<file path="config.mk">
export PLATFORM = sky130hd
export DESIGN_NAME = dbapr_top
export DESIGN_NICKNAME = d
export VERILOG_FILES = /design/src/hdl/dbapr_pkg.sv /design/src/hdl/dbapr_bank_if.sv /design/src/hdl/dbapr_top.sv /design/src/hdl/dbapr_bank.sv /design/src/hdl/dbapr_refresh.sv
export VERILOG_INCLUDE_DIRS = /design/src /design/src/hdl
export SDC_FILE = /design/constraint.sdc
export NUM_CORES = 1
export LEC_CHECK = 0
export BUFFER_PORTS_ARGS = -buffer_cell sky130_fd_sc_hd__clkbuf_2
export CORE_ASPECT_RATIO = 0.9
export CORE_MARGIN = 3
export CORE_UTILIZATION = 55
export DETAILED_ROUTE_END_ITERATION = 10
export HOLD_SLACK_MARGIN = 0.15
export PLACE_DENSITY_LB_ADDON = 0.15
export SETUP_SLACK_MARGIN = 0.2
export SLEW_MARGIN = 20
export SYNTH_ARGS = -nofsm -noshare
export SYNTH_HDL_FRONTEND = slang
export SYNTH_SLANG_ARGS = --single-unit
</file>
<file path="constraint.sdc">
create_clock -name pclk -period 3.5 [get_ports pclk]
set_input_delay 0.525 -clock pclk [delete_from_list [all_inputs] [get_ports pclk]]
set_output_delay 0.525 -clock pclk [all_outputs]
set_load 0.02 [all_outputs]
</file>
<file path="src/hdl/dbapr_cfg.svh">
// Constants for the bank activate/precharge/refresh model: offsets, fields, timing.
// Assumes inclusion by bare name from hdl/ and test/ files.
`ifndef DBAPR_CFG_SVH
`define DBAPR_CFG_SVH
`define DBAPR_OFF_CTRL 12'h000
`define DBAPR_OFF_STAT 12'h004
`define DBAPR_OFF_OPEN 12'h008
`define DBAPR_OFF_RPR 12'h00C
`define DBAPR_OFF_MAC 12'h010
`define DBAPR_OFF_ROW 12'h014
`define DBAPR_OFF_CRED 12'h018
`define DBAPR_OFF_RCNT 12'h01C
`define DBAPR_BIT_HARD 7
`define DBAPR_BIT_SOFT 6
`define DBAPR_MAC_UNLIMITED 4'h8
`define DBAPR_CTRL_RST 32'h0000_00C0
`define DBAPR_CLK_NS 4
`define DBAPR_RP_NS 15
`define DBAPR_RFC_NS 350
`define DBAPR_AP_NS 20
`define DBAPR_CYC_MIN(ns) (((ns) + `DBAPR_CLK_NS - 1) / `DBAPR_CLK_NS)
`define DBAPR_RP_CYC `DBAPR_CYC_MIN(`DBAPR_RP_NS)
`define DBAPR_RFC_CYC `DBAPR_CYC_MIN(`DBAPR_RFC_NS)
`define DBAPR_AP_CYC `DBAPR_CYC_MIN(`DBAPR_AP_NS)
`endif

</file>
<file path="src/hdl/dbapr_pkg.sv">
// Types shared by the bank activate/precharge/refresh model.
// Assumes nothing beyond a SystemVerilog compiler.
package dbapr_pkg;
   typedef enum logic [2:0] {
      DBAPR_CMD_DES,
      DBAPR_CMD_ACT,
      DBAPR_CMD_PRE,
      DBAPR_CMD_PREA,
      DBAPR_CMD_RD,
      DBAPR_CMD_WR,
      DBAPR_CMD_REF,
      DBAPR_CMD_OTHER
   } dbapr_cmd_e;
   typedef enum logic [1:0] {
      DBAPR_BK_IDLE,
      DBAPR_BK_OPEN,
      DBAPR_BK_AUTOPRE,
      DBAPR_BK_PRECHG
   } dbapr_bank_e;
   typedef enum logic [1:0] {
      DBAPR_RF_IDLE,
      DBAPR_RF_BUSY
   } dbapr_ref_e;
endpackage : dbapr_pkg

</file>
<file path="src/hdl/dbapr_bank_if.sv">
// Carrier between the top and each bank tracker: decoded command and bank status.
// Assumes one clock domain, pclk.
`timescale 1ns/100ps
interface dbapr_bank_if;
   logic act;
   logic pre;
   logic rdwr_ap;
   logic [17:0] row;
   logic is_open;
   logic busy;
   logic [17:0] open_row;
   modport ctl (output act, output pre, output rdwr_ap, output row,
      input is_open, input busy, input open_row);
   modport bank (input act, input pre, input rdwr_ap, input row,
      output is_open, output busy, output open_row);
endinterface : dbapr_bank_if

</file>
<file path="src/hdl/dbapr_top.sv">
// Top of the bank activate/precharge/refresh model: command decode, banks,
// refresh engine and APB register slave.
// Assumes commands sampled at pclk rising edges; APB master in the same domain.
//
// The APB slave port and the register addresses were left to the implementer.
`timescale 1ns/100ps
`include "dbapr_cfg.svh"
module dbapr_top #(
   parameter int NBG = 2,
   parameter int NBA = 4,
   parameter int RP_CYC = `DBAPR_RP_CYC,
   parameter int AP_CYC = `DBAPR_AP_CYC,
   parameter int RFC_CYC = `DBAPR_RFC_CYC
) (
   input wire logic pclk,
   input wire logic presetn,
   input wire logic cs_n,
   input wire logic act_n,
   input wire logic ras_n,
   input wire logic cas_n,
   input wire logic we_n,
   input wire logic [1:0] bg,
   input wire logic [1:0] ba,
   input wire logic [17:0] addr,
   input wire logic refi_tick,
   input wire logic psel,
   input wire logic penable,
   input wire logic pwrite,
   input wire logic [11:0] paddr,
   input wire logic [31:0] pwdata,
   output logic [31:0] prdata,
   output logic pready,
   output logic pslverr,
   output logic [NBG*NBA-1:0] bank_open,
   output logic refresh_busy,
   output logic protocol_err
);
   localparam int NB = NBG * NBA;
   ////////////////////////////////////////////////////////////////
   // Command decode; act_n low turns the strobes into row address bits
   logic sel;
   logic c_act;
   logic c_ref;
   logic c_pre;
   logic c_rd;
   logic c_wr;
   logic ap;
   logic [2:0] bidx;
   assign sel = !cs_n;
   assign c_act = sel && !act_n;
   assign c_ref = sel && act_n && !ras_n && !cas_n && we_n;
   assign c_pre = sel && act_n && !ras_n && cas_n && !we_n;
   assign c_rd = sel && act_n && ras_n && !cas_n && we_n;
   assign c_wr = sel && act_n && ras_n && !cas_n && !we_n;
   assign ap = addr[10];
   assign bidx = {bg[0], ba};
   ////////////////////////////////////////////////////////////////
   // Configuration registers
   logic [31:0] ctrl_q;
   logic [5:0] post_lim;
   logic [1:0] rmode;
   assign rmode = ctrl_q[1:0];
   // Mode 0 is 1X, 1 is 2X, 2 is 4X
   assign post_lim = (rmode == 2'd2) ? 6'd32 : (rmode == 2'd1) ? 6'd16 : 6'd8;
   ////////////////////////////////////////////////////////////////
   // Bank trackers, one per group and bank
   logic [NB-1:0] b_open;
   logic [NB-1:0] b_busy;
   dbapr_bank_if bif [NB] ();
   for (genvar i = 0; i < NB; i++) begin : g_bank
      assign bif[i].act = c_act && !c_ref && (bidx == 3'(i));
      // All-bank form when A10 set
      assign bif[i].pre = c_pre && (ap || bidx == 3'(i));
      // Auto precharge only touches its own bank; others proceed
      assign bif[i].rdwr_ap = (c_rd || c_wr) && ap && (bidx == 3'(i));
      assign bif[i].row = addr;
      assign b_open[i] = bif[i].is_open;
      assign b_busy[i] = bif[i].busy;
      dbapr_bank #(.RP_CYC(RP_CYC), .AP_CYC(AP_CYC)) u_bank (
         .pclk(pclk),
         .presetn(presetn),
         .b(bif[i])
      );
   end
   ////////////////////////////////////////////////////////////////
   // Refresh engine
   logic rf_busy;
   logic [15:0] rf_cnt;
   logic signed [7:0] rf_cred;
   logic rf_go;
   assign rf_go = c_ref && !rf_busy;
   dbapr_refresh #(.RFC_CYC(RFC_CYC)) u_ref (
      .pclk(pclk),
      .presetn(presetn),
      .ref_go(rf_go),
      .tick(refi_tick),
      .lim(post_lim),
      .busy(rf_busy),
      .rcnt(rf_cnt),
      .credit(rf_cred)
   );
   ////////////////////////////////////////////////////////////////
   // Controller misuse detection; sticky, cleared by write to status
   logic viol_act_open;
   logic viol_act_busy;
   logic viol_rw_idle;
   logic viol_ref_banks;
   logic viol_ref_busy;
   logic viol_post;
   logic [5:0] viol_now;
   logic [5:0] err_q;
   logic [NB-1:0] sel_mask;
   assign sel_mask = NB'(1) << bidx;
   assign viol_act_open = c_act && |(b_open & sel_mask);
   assign viol_act_busy = c_act && |(b_busy & sel_mask);
   assign viol_rw_idle = (c_rd || c_wr) && !(|(b_open & sel_mask));
   assign viol_ref_banks = c_ref && (|b_open || |b_busy);
   assign viol_ref_busy = rf_busy && sel;
   assign viol_post = (rf_cred < -$signed({2'b00, post_lim}));
   assign viol_now = {viol_post, viol_ref_busy, viol_ref_banks, viol_rw_idle,
      viol_act_busy, viol_act_open};
   ////////////////////////////////////////////////////////////////
   // APB decode
   logic wr_en;
   logic rd_en;
   logic hit;
   logic [31:0] rd_mux;
   logic [7:0] rpr_page;
   logic [7:0] mac_page;
   logic [17:0] bif_row_sel;
   assign wr_en = psel && penable && pwrite;
   assign rd_en = psel && !penable && !pwrite;
   assign rpr_page = {1'b1, 1'b1, 6'h00};
   assign mac_page = {4'h0, `DBAPR_MAC_UNLIMITED};
   assign hit = (paddr == `DBAPR_OFF_CTRL) || (paddr == `DBAPR_OFF_STAT) ||
      (paddr == `DBAPR_OFF_OPEN) || (paddr == `DBAPR_OFF_RPR) ||
      (paddr == `DBAPR_OFF_MAC) || (paddr == `DBAPR_OFF_ROW) ||
      (paddr == `DBAPR_OFF_CRED) || (paddr == `DBAPR_OFF_RCNT);
   assign rd_mux =
      (paddr == `DBAPR_OFF_CTRL) ? ctrl_q :
      (paddr == `DBAPR_OFF_STAT) ? {26'h0, err_q} :
      (paddr == `DBAPR_OFF_OPEN) ? {{(32-NB){1'b0}}, b_open} :
      (paddr == `DBAPR_OFF_RPR) ? {24'h0, rpr_page} :
      (paddr == `DBAPR_OFF_MAC) ? {24'h0, mac_page} :
      (paddr == `DBAPR_OFF_ROW) ? {14'h0, bif_row_sel} :
      (paddr == `DBAPR_OFF_CRED) ? {{24{rf_cred[7]}}, rf_cred} :
      (paddr == `DBAPR_OFF_RCNT) ? {16'h0, rf_cnt} : 32'h0000_0000;
   // Row readback for the bank chosen in ctrl bits 6:4
   logic [17:0] rows [NB];
   for (genvar j = 0; j < NB; j++) begin : g_rows
      assign rows[j] = bif[j].open_row;
   end
   assign bif_row_sel = rows[ctrl_q[6:4]];
   ////////////////////////////////////////////////////////////////
   // APB slave: no wait states, read data registered in setup cycle
   always_ff @(posedge pclk or negedge presetn) begin
      if (!presetn) begin
         prdata <= 32'h0000_0000;
         pready <= 1'b0;
         pslverr <= 1'b0;
      end else begin
         pready <= psel && !penable;
         pslverr <= psel && !penable && !hit;
         if (rd_en) begin
            prdata <= rd_mux;
         end
      end
   end
   // Control write; status bits clear on write-one, new event wins
   always_ff @(posedge pclk or negedge presetn) begin
      if (!presetn) begin
         ctrl_q <= `DBAPR_CTRL_RST;
         err_q <= 6'h00;
      end else begin
         if (wr_en && pready && paddr == `DBAPR_OFF_CTRL) begin
            ctrl_q <= {25'h0, pwdata[6:0]};
         end
         if (wr_en && pready && paddr == `DBAPR_OFF_STAT) begin
            err_q <= (err_q & ~pwdata[5:0]) | viol_now;
         end else begin
            err_q <= err_q | viol_now;
         end
      end
   end
   ////////////////////////////////////////////////////////////////
   // Registered status outputs
   always_ff @(posedge pclk or negedge presetn) begin
      if (!presetn) begin
         bank_open <= '0;
         refresh_busy <= 1'b0;
         protocol_err <= 1'b0;
      end else begin
         bank_open <= b_open;
         refresh_busy <= rf_busy;
         protocol_err <= |(err_q | viol_now);
      end
   end
endmodule : dbapr_top

</file>
<file path="src/hdl/dbapr_bank.sv">
// One bank's row state: open row, auto precharge delay, precharge timer.
// Assumes commands arrive as one-cycle strobes via the bank carrier.
`timescale 1ns/100ps
`include "dbapr_cfg.svh"
module dbapr_bank #(
   parameter int RP_CYC = `DBAPR_RP_CYC,
   parameter int AP_CYC = `DBAPR_AP_CYC
) (
   input wire logic pclk,
   input wire logic presetn,
   dbapr_bank_if.bank b
);
   dbapr_pkg::dbapr_bank_e st_q;
   logic [7:0] tmr_q;
   logic [17:0] row_q;
   assign b.is_open = (st_q == dbapr_pkg::DBAPR_BK_OPEN) ||
      (st_q == dbapr_pkg::DBAPR_BK_AUTOPRE);
   assign b.busy = (st_q == dbapr_pkg::DBAPR_BK_PRECHG);
   assign b.open_row = row_q;
   ////////////////////////////////////////////////////////////////
   // State per bank; precharge restarts the timer each time
   always_ff @(posedge pclk or negedge presetn) begin
      if (!presetn) begin
         st_q <= dbapr_pkg::DBAPR_BK_IDLE;
         tmr_q <= 8'h00;
         row_q <= 18'h0_0000;
      end else begin
         case (st_q)
            dbapr_pkg::DBAPR_BK_IDLE: begin
               if (b.act) begin
                  st_q <= dbapr_pkg::DBAPR_BK_OPEN;
                  row_q <= b.row;
               end else if (b.pre) begin
                  st_q <= dbapr_pkg::DBAPR_BK_PRECHG;
                  tmr_q <= RP_CYC[7:0];
               end
            end
            dbapr_pkg::DBAPR_BK_OPEN: begin
               if (b.pre) begin
                  st_q <= dbapr_pkg::DBAPR_BK_PRECHG;
                  tmr_q <= RP_CYC[7:0];
               end else if (b.rdwr_ap) begin
                  // Restore or write store finishes before the row closes
                  st_q <= dbapr_pkg::DBAPR_BK_AUTOPRE;
                  tmr_q <= AP_CYC[7:0];
               end
            end
            dbapr_pkg::DBAPR_BK_AUTOPRE: begin
               if (b.pre || tmr_q <= 8'h01) begin
                  st_q <= dbapr_pkg::DBAPR_BK_PRECHG;
                  tmr_q <= RP_CYC[7:0];
               end else begin
                  tmr_q <= tmr_q - 8'h01;
               end
            end
            dbapr_pkg::DBAPR_BK_PRECHG: begin
               if (b.pre) begin
                  tmr_q <= RP_CYC[7:0];
               end else if (tmr_q <= 8'h01) begin
                  st_q <= dbapr_pkg::DBAPR_BK_IDLE;
                  tmr_q <= 8'h00;
               end else begin
                  tmr_q <= tmr_q - 8'h01;
               end
            end
            default: st_q <= dbapr_pkg::DBAPR_BK_IDLE;
         endcase
      end
   end
endmodule : dbapr_bank

</file>
<file path="src/hdl/dbapr_refresh.sv">
// Refresh engine: internal row counter, busy timer, postpone/pull-in credit.
// Assumes a one-cycle refresh strobe and a pulse per elapsed average interval.
`timescale 1ns/100ps
`include "dbapr_cfg.svh"
module dbapr_refresh #(
   parameter int RFC_CYC = `DBAPR_RFC_CYC
) (
   input wire logic pclk,
   input wire logic presetn,
   input wire logic ref_go,
   input wire logic tick,
   input wire logic [5:0] lim,
   output logic busy,
   output logic [15:0] rcnt,
   output logic signed [7:0] credit
);
   dbapr_pkg::dbapr_ref_e st_q;
   logic [8:0] tmr_q;
   logic [15:0] rcnt_q;
   logic signed [7:0] cred_q;
   logic signed [7:0] cred_d;
   logic signed [7:0] lim_s;
   assign busy = (st_q == dbapr_pkg::DBAPR_RF_BUSY);
   assign rcnt = rcnt_q;
   assign credit = cred_q;
   assign lim_s = $signed({2'b00, lim});
   // Credit: refreshes ahead (+) or owed (-); pull-in beyond limit earns nothing
   always_comb begin
      cred_d = cred_q + (ref_go ? 8'sd1 : 8'sd0) - (tick ? 8'sd1 : 8'sd0);
      if (cred_d > lim_s) begin
         cred_d = lim_s;
      end
   end
   ////////////////////////////////////////////////////////////////
   // Busy for the refresh cycle; row address from own counter
   always_ff @(posedge pclk or negedge presetn) begin
      if (!presetn) begin
         st_q <= dbapr_pkg::DBAPR_RF_IDLE;
         tmr_q <= 9'h000;
         rcnt_q <= 16'h0000;
         cred_q <= 8'sd0;
      end else begin
         cred_q <= cred_d;
         case (st_q)
            dbapr_pkg::DBAPR_RF_IDLE: begin
               if (ref_go) begin
                  st_q <= dbapr_pkg::DBAPR_RF_BUSY;
                  tmr_q <= RFC_CYC[8:0];
                  rcnt_q <= rcnt_q + 16'h0001;
               end
            end
            dbapr_pkg::DBAPR_RF_BUSY: begin
               if (tmr_q <= 9'h001) begin
                  st_q <= dbapr_pkg::DBAPR_RF_IDLE;
               end else begin
                  tmr_q <= tmr_q - 9'h001;
               end
            end
            default: st_q <= dbapr_pkg::DBAPR_RF_IDLE;
         endcase
      end
   end
endmodule : dbapr_refresh

</file>
==> reports/qor.yml <==
grt_overflow: 0
synthMostInstantiatedCell: "dfrtp_1"
drive_above_1_share_pct: 26.8
grt_pass1_vias: 12565
syn_area_um2: 17100
clk_latency_ps: 530
place_ws_ps: -108
synth_common_cells: "dfrtp_1, mux2_2, o21ai_0"
yosysTopAreaCellShare_pct: 44.2
grt_usage_pct: 25.7
min_from: "penable"
cp_slowest_cell: "dfrtp_1"
antenna_found_initial: 2
cp.arrival_ps: 3570
synth_cells: 1555
post-route-period-util_pct: 90.1
ys_types: 90
fillCellCount: 2394
place.gp.congestion: 0.913
fin_nets: 1794
cts_buffers: 34
coreArea_um2: 30300
path_common_cell: "ha_1"
multi_input_area_um2: 8870
critPathRequiredTime_ps: 3910
synth_area_leaders: "dfrtp_1, mux2_2, mux4_2"
startpoint_type: "flop"
outcome: "completed"
chipWidth_um: 192
area_delta_synth_final_pct: 13.3
p_per_area_nw_per_um2: 850
die_area_um2: 33200
fin_ws_ps: 346
yosys_warnings: 0
r2r_start: "u_ref.credit[0]"
worstPathMaxFanout: 3
setup_viol: 0
wl_per_cell_um: 20.3
fmax_mhz: 317
register_area_um2: 7590
whs_ps: 195
die_h_um: 173
cp-startpoint: "u_ref.credit[0]"
endpoint_kind: "flop"
ctsRootBufferMaster: "clkbuf_16"
grt_pass1_wl_um: 68100
leakage_nw: 8.77
grt_max_degree: 82
route.detailed.drc: 0
yosysTopAreaCell: "dfrtp_1"
rows: 60
crit_family: "compound AO/OA/AOI/OAI gates"
drt_iter0_drc: 951
clock-sinks: 303
portBuffers: 94
yosysSeqAreaShare_pct: 44.5
slew_violations: 0
final_antenna_net_count: 0
worst_ir_drop_vdd_mv: 0.587
path_clk_slew_ps: 60
initial_utilization_pct: 56.4
crit_chain: "inv_2, ha_4, inv_1, ha_1, a211oi_2, o21bai_1, a21oi_2, xnor2_1, ha_1, nand4_1, nor3_1, a21oi_1, o32ai_2, buf_4, mux2_4"
syn_nets: 1701
synthFlopType: "dfrtp_1"
hold_viol_final: 0
slew_headroom_pct: 44.5
skew_ps: 16.1
worst_hold_path_type: "input port to flop"
routed_via_density: 6.23
cap_violations: 0
min_period_ps: 3150
rsz0062_at_grt: "false"
crit_buf_inv: 3
vias: 12948
io_pins: 121
wl_um: 42200
p_total_mw: 16.4
tightestPinTransition_ps: 826
post_synth.cell_area_avg_um2: 11.0
dr.pass1.iters: 5
path_class: "flop to flop"
htree_levels: 2
critPathMaxStageDelay_ps: 390
cts_tree: "built"
hpwlAfterDp_um: 28900
cts_buffer_depth: 3
yosys_register_bits: 303
synth-edff-count: 0
ys_async_sr_fraction_pct: 100
==> worst paths after layout <==
| check | cells after the start | endpoint | slack, ps |
|---|---|---|---|
| max in group asynchronous | 3 | g_bank[7].u_bank.b.open_row[4] | 2070 |
| worst max-delay path | 15 | u_ref.credit[4] | 350 |
| worst min register to register | 2 | g_bank[2].u_bank.b.open_row[10] | 480 |
| worst max register to register | 15 | u_ref.credit[4] | 350 |
| worst min-delay path | 2 | pready | 190 |
| min in group asynchronous | 2 | g_bank[0].u_bank.tmr_q[4] | 570 |
==> worst register-to-register path: cells and delay by family, from the launching register on <==
kind,cells,cell delay (ps)
compound gates,5,910
xor+xnor,1,120
fa+ha+maj,3,770
buf+inv,3,300
flops,1,390
mux,1,290
simple gates,2,260
==> registers in the layout (all words and copies together) (netlist names), 8 cells and up <==
register and cells:
g_bank.u_bank.b.open_row 144, bank_open 8, u_ref.credit 8, g_bank.u_bank.st_q 16, u_ref.rcnt 16, ctrl_q 8, u_ref.tmr_q 9, prdata 19
g_bank.u_bank.tmr_q 64
==> power by group <==
part | switching, mW | internal (mW)
Clock | 1.50 | 2.30
Sequential | 0.877 | 4.74
Combinational | 3.68 | 3.33
Total | 6.06 | 10.4
==> logic make-up after synthesis <==
group | after synthesis | share of synthesized area (%)
AND/OR/NAND/NOR | 383 | 12.6
other | 1 | 0.0220
XOR/XNOR | 33 | 1.69
flip-flops | 303 | 44.5
buffers and inverters | 158 | 4.06
multiplexers | 215 | 16.6
AO/OA/AOI/OAI | 393 | 15.5
adder cells (fa/ha/maj) | 69 | 5.11
==> metrics by stage <==
step / instances / util [%] / TNS (ps) / cell area, um^2
6_report: 2078 / 63.9 / 0 / 19300
5_1_grt: 2078 / 63.9 / 0 / 19300
3_3_place_gp: 2012 / 59.7 / 0 / 18100
2_1_floorplan: 1555 / - / -235 / 17100
4_1_cts: 2074 / 63.7 / 0 / 19300
3_5_place_dp: 2012 / 59.7 / -274 / 18100
==> placed cells by master (no fill, tap or decap), types with 22 or more instances in the layout <==
cell	instances
nor2_1	66
clkbuf_2	93
nor3_1	25
nand3_1	38
a21oi_1	72
mux2_2	151
or3_1	29
mux4_2	39
inv_1	73
ha_1	66
o21ai_0	110
dfrtp_1	300
clkbuf_16	35
nand2_1	79
buf_4	37
mux2i_1	22
==> what timing repair did <==
action | 4_1_cts | 5_1_grt
endpoints found under the hold margin | 66 | 0
buffers inserted | 0 | 2
gates resized for setup | 0 | 12
pin swaps | 1 | 9
setup endpoints to repair | 3 | 6
hold buffers | 1 | 0
==> per-layer routing <==
metal / global-route usage [%] / vias to the layer above / wire (um)
met3: 4.95 / 69 / 2960
met1: 36.9 / 6412 / 18600
met2: 39.2 / 462 / 19500
met5: 1.33 / - / 58
li1: - / 6003 / -
met4: 8.44 / 2 / 1100
==> final cells by class <==
| cell class | instances | share of cell area [%] |
|---|---|---|
| Antenna cell | 2 | 0.0259 |
| Clock buffer | 42 | 4.88 |
| Clock inverter | 19 | 1.30 |
| Inverter | 77 | 1.50 |
| Multi-Input combinational cell | 1094 | 45.9 |
| Sequential cell | 303 | 39.3 |
| Tap cell | 403 | 2.61 |
| Timing Repair Buffer | 138 | 4.55 |
No activity file was read; power rests on OpenSTA's default activity.
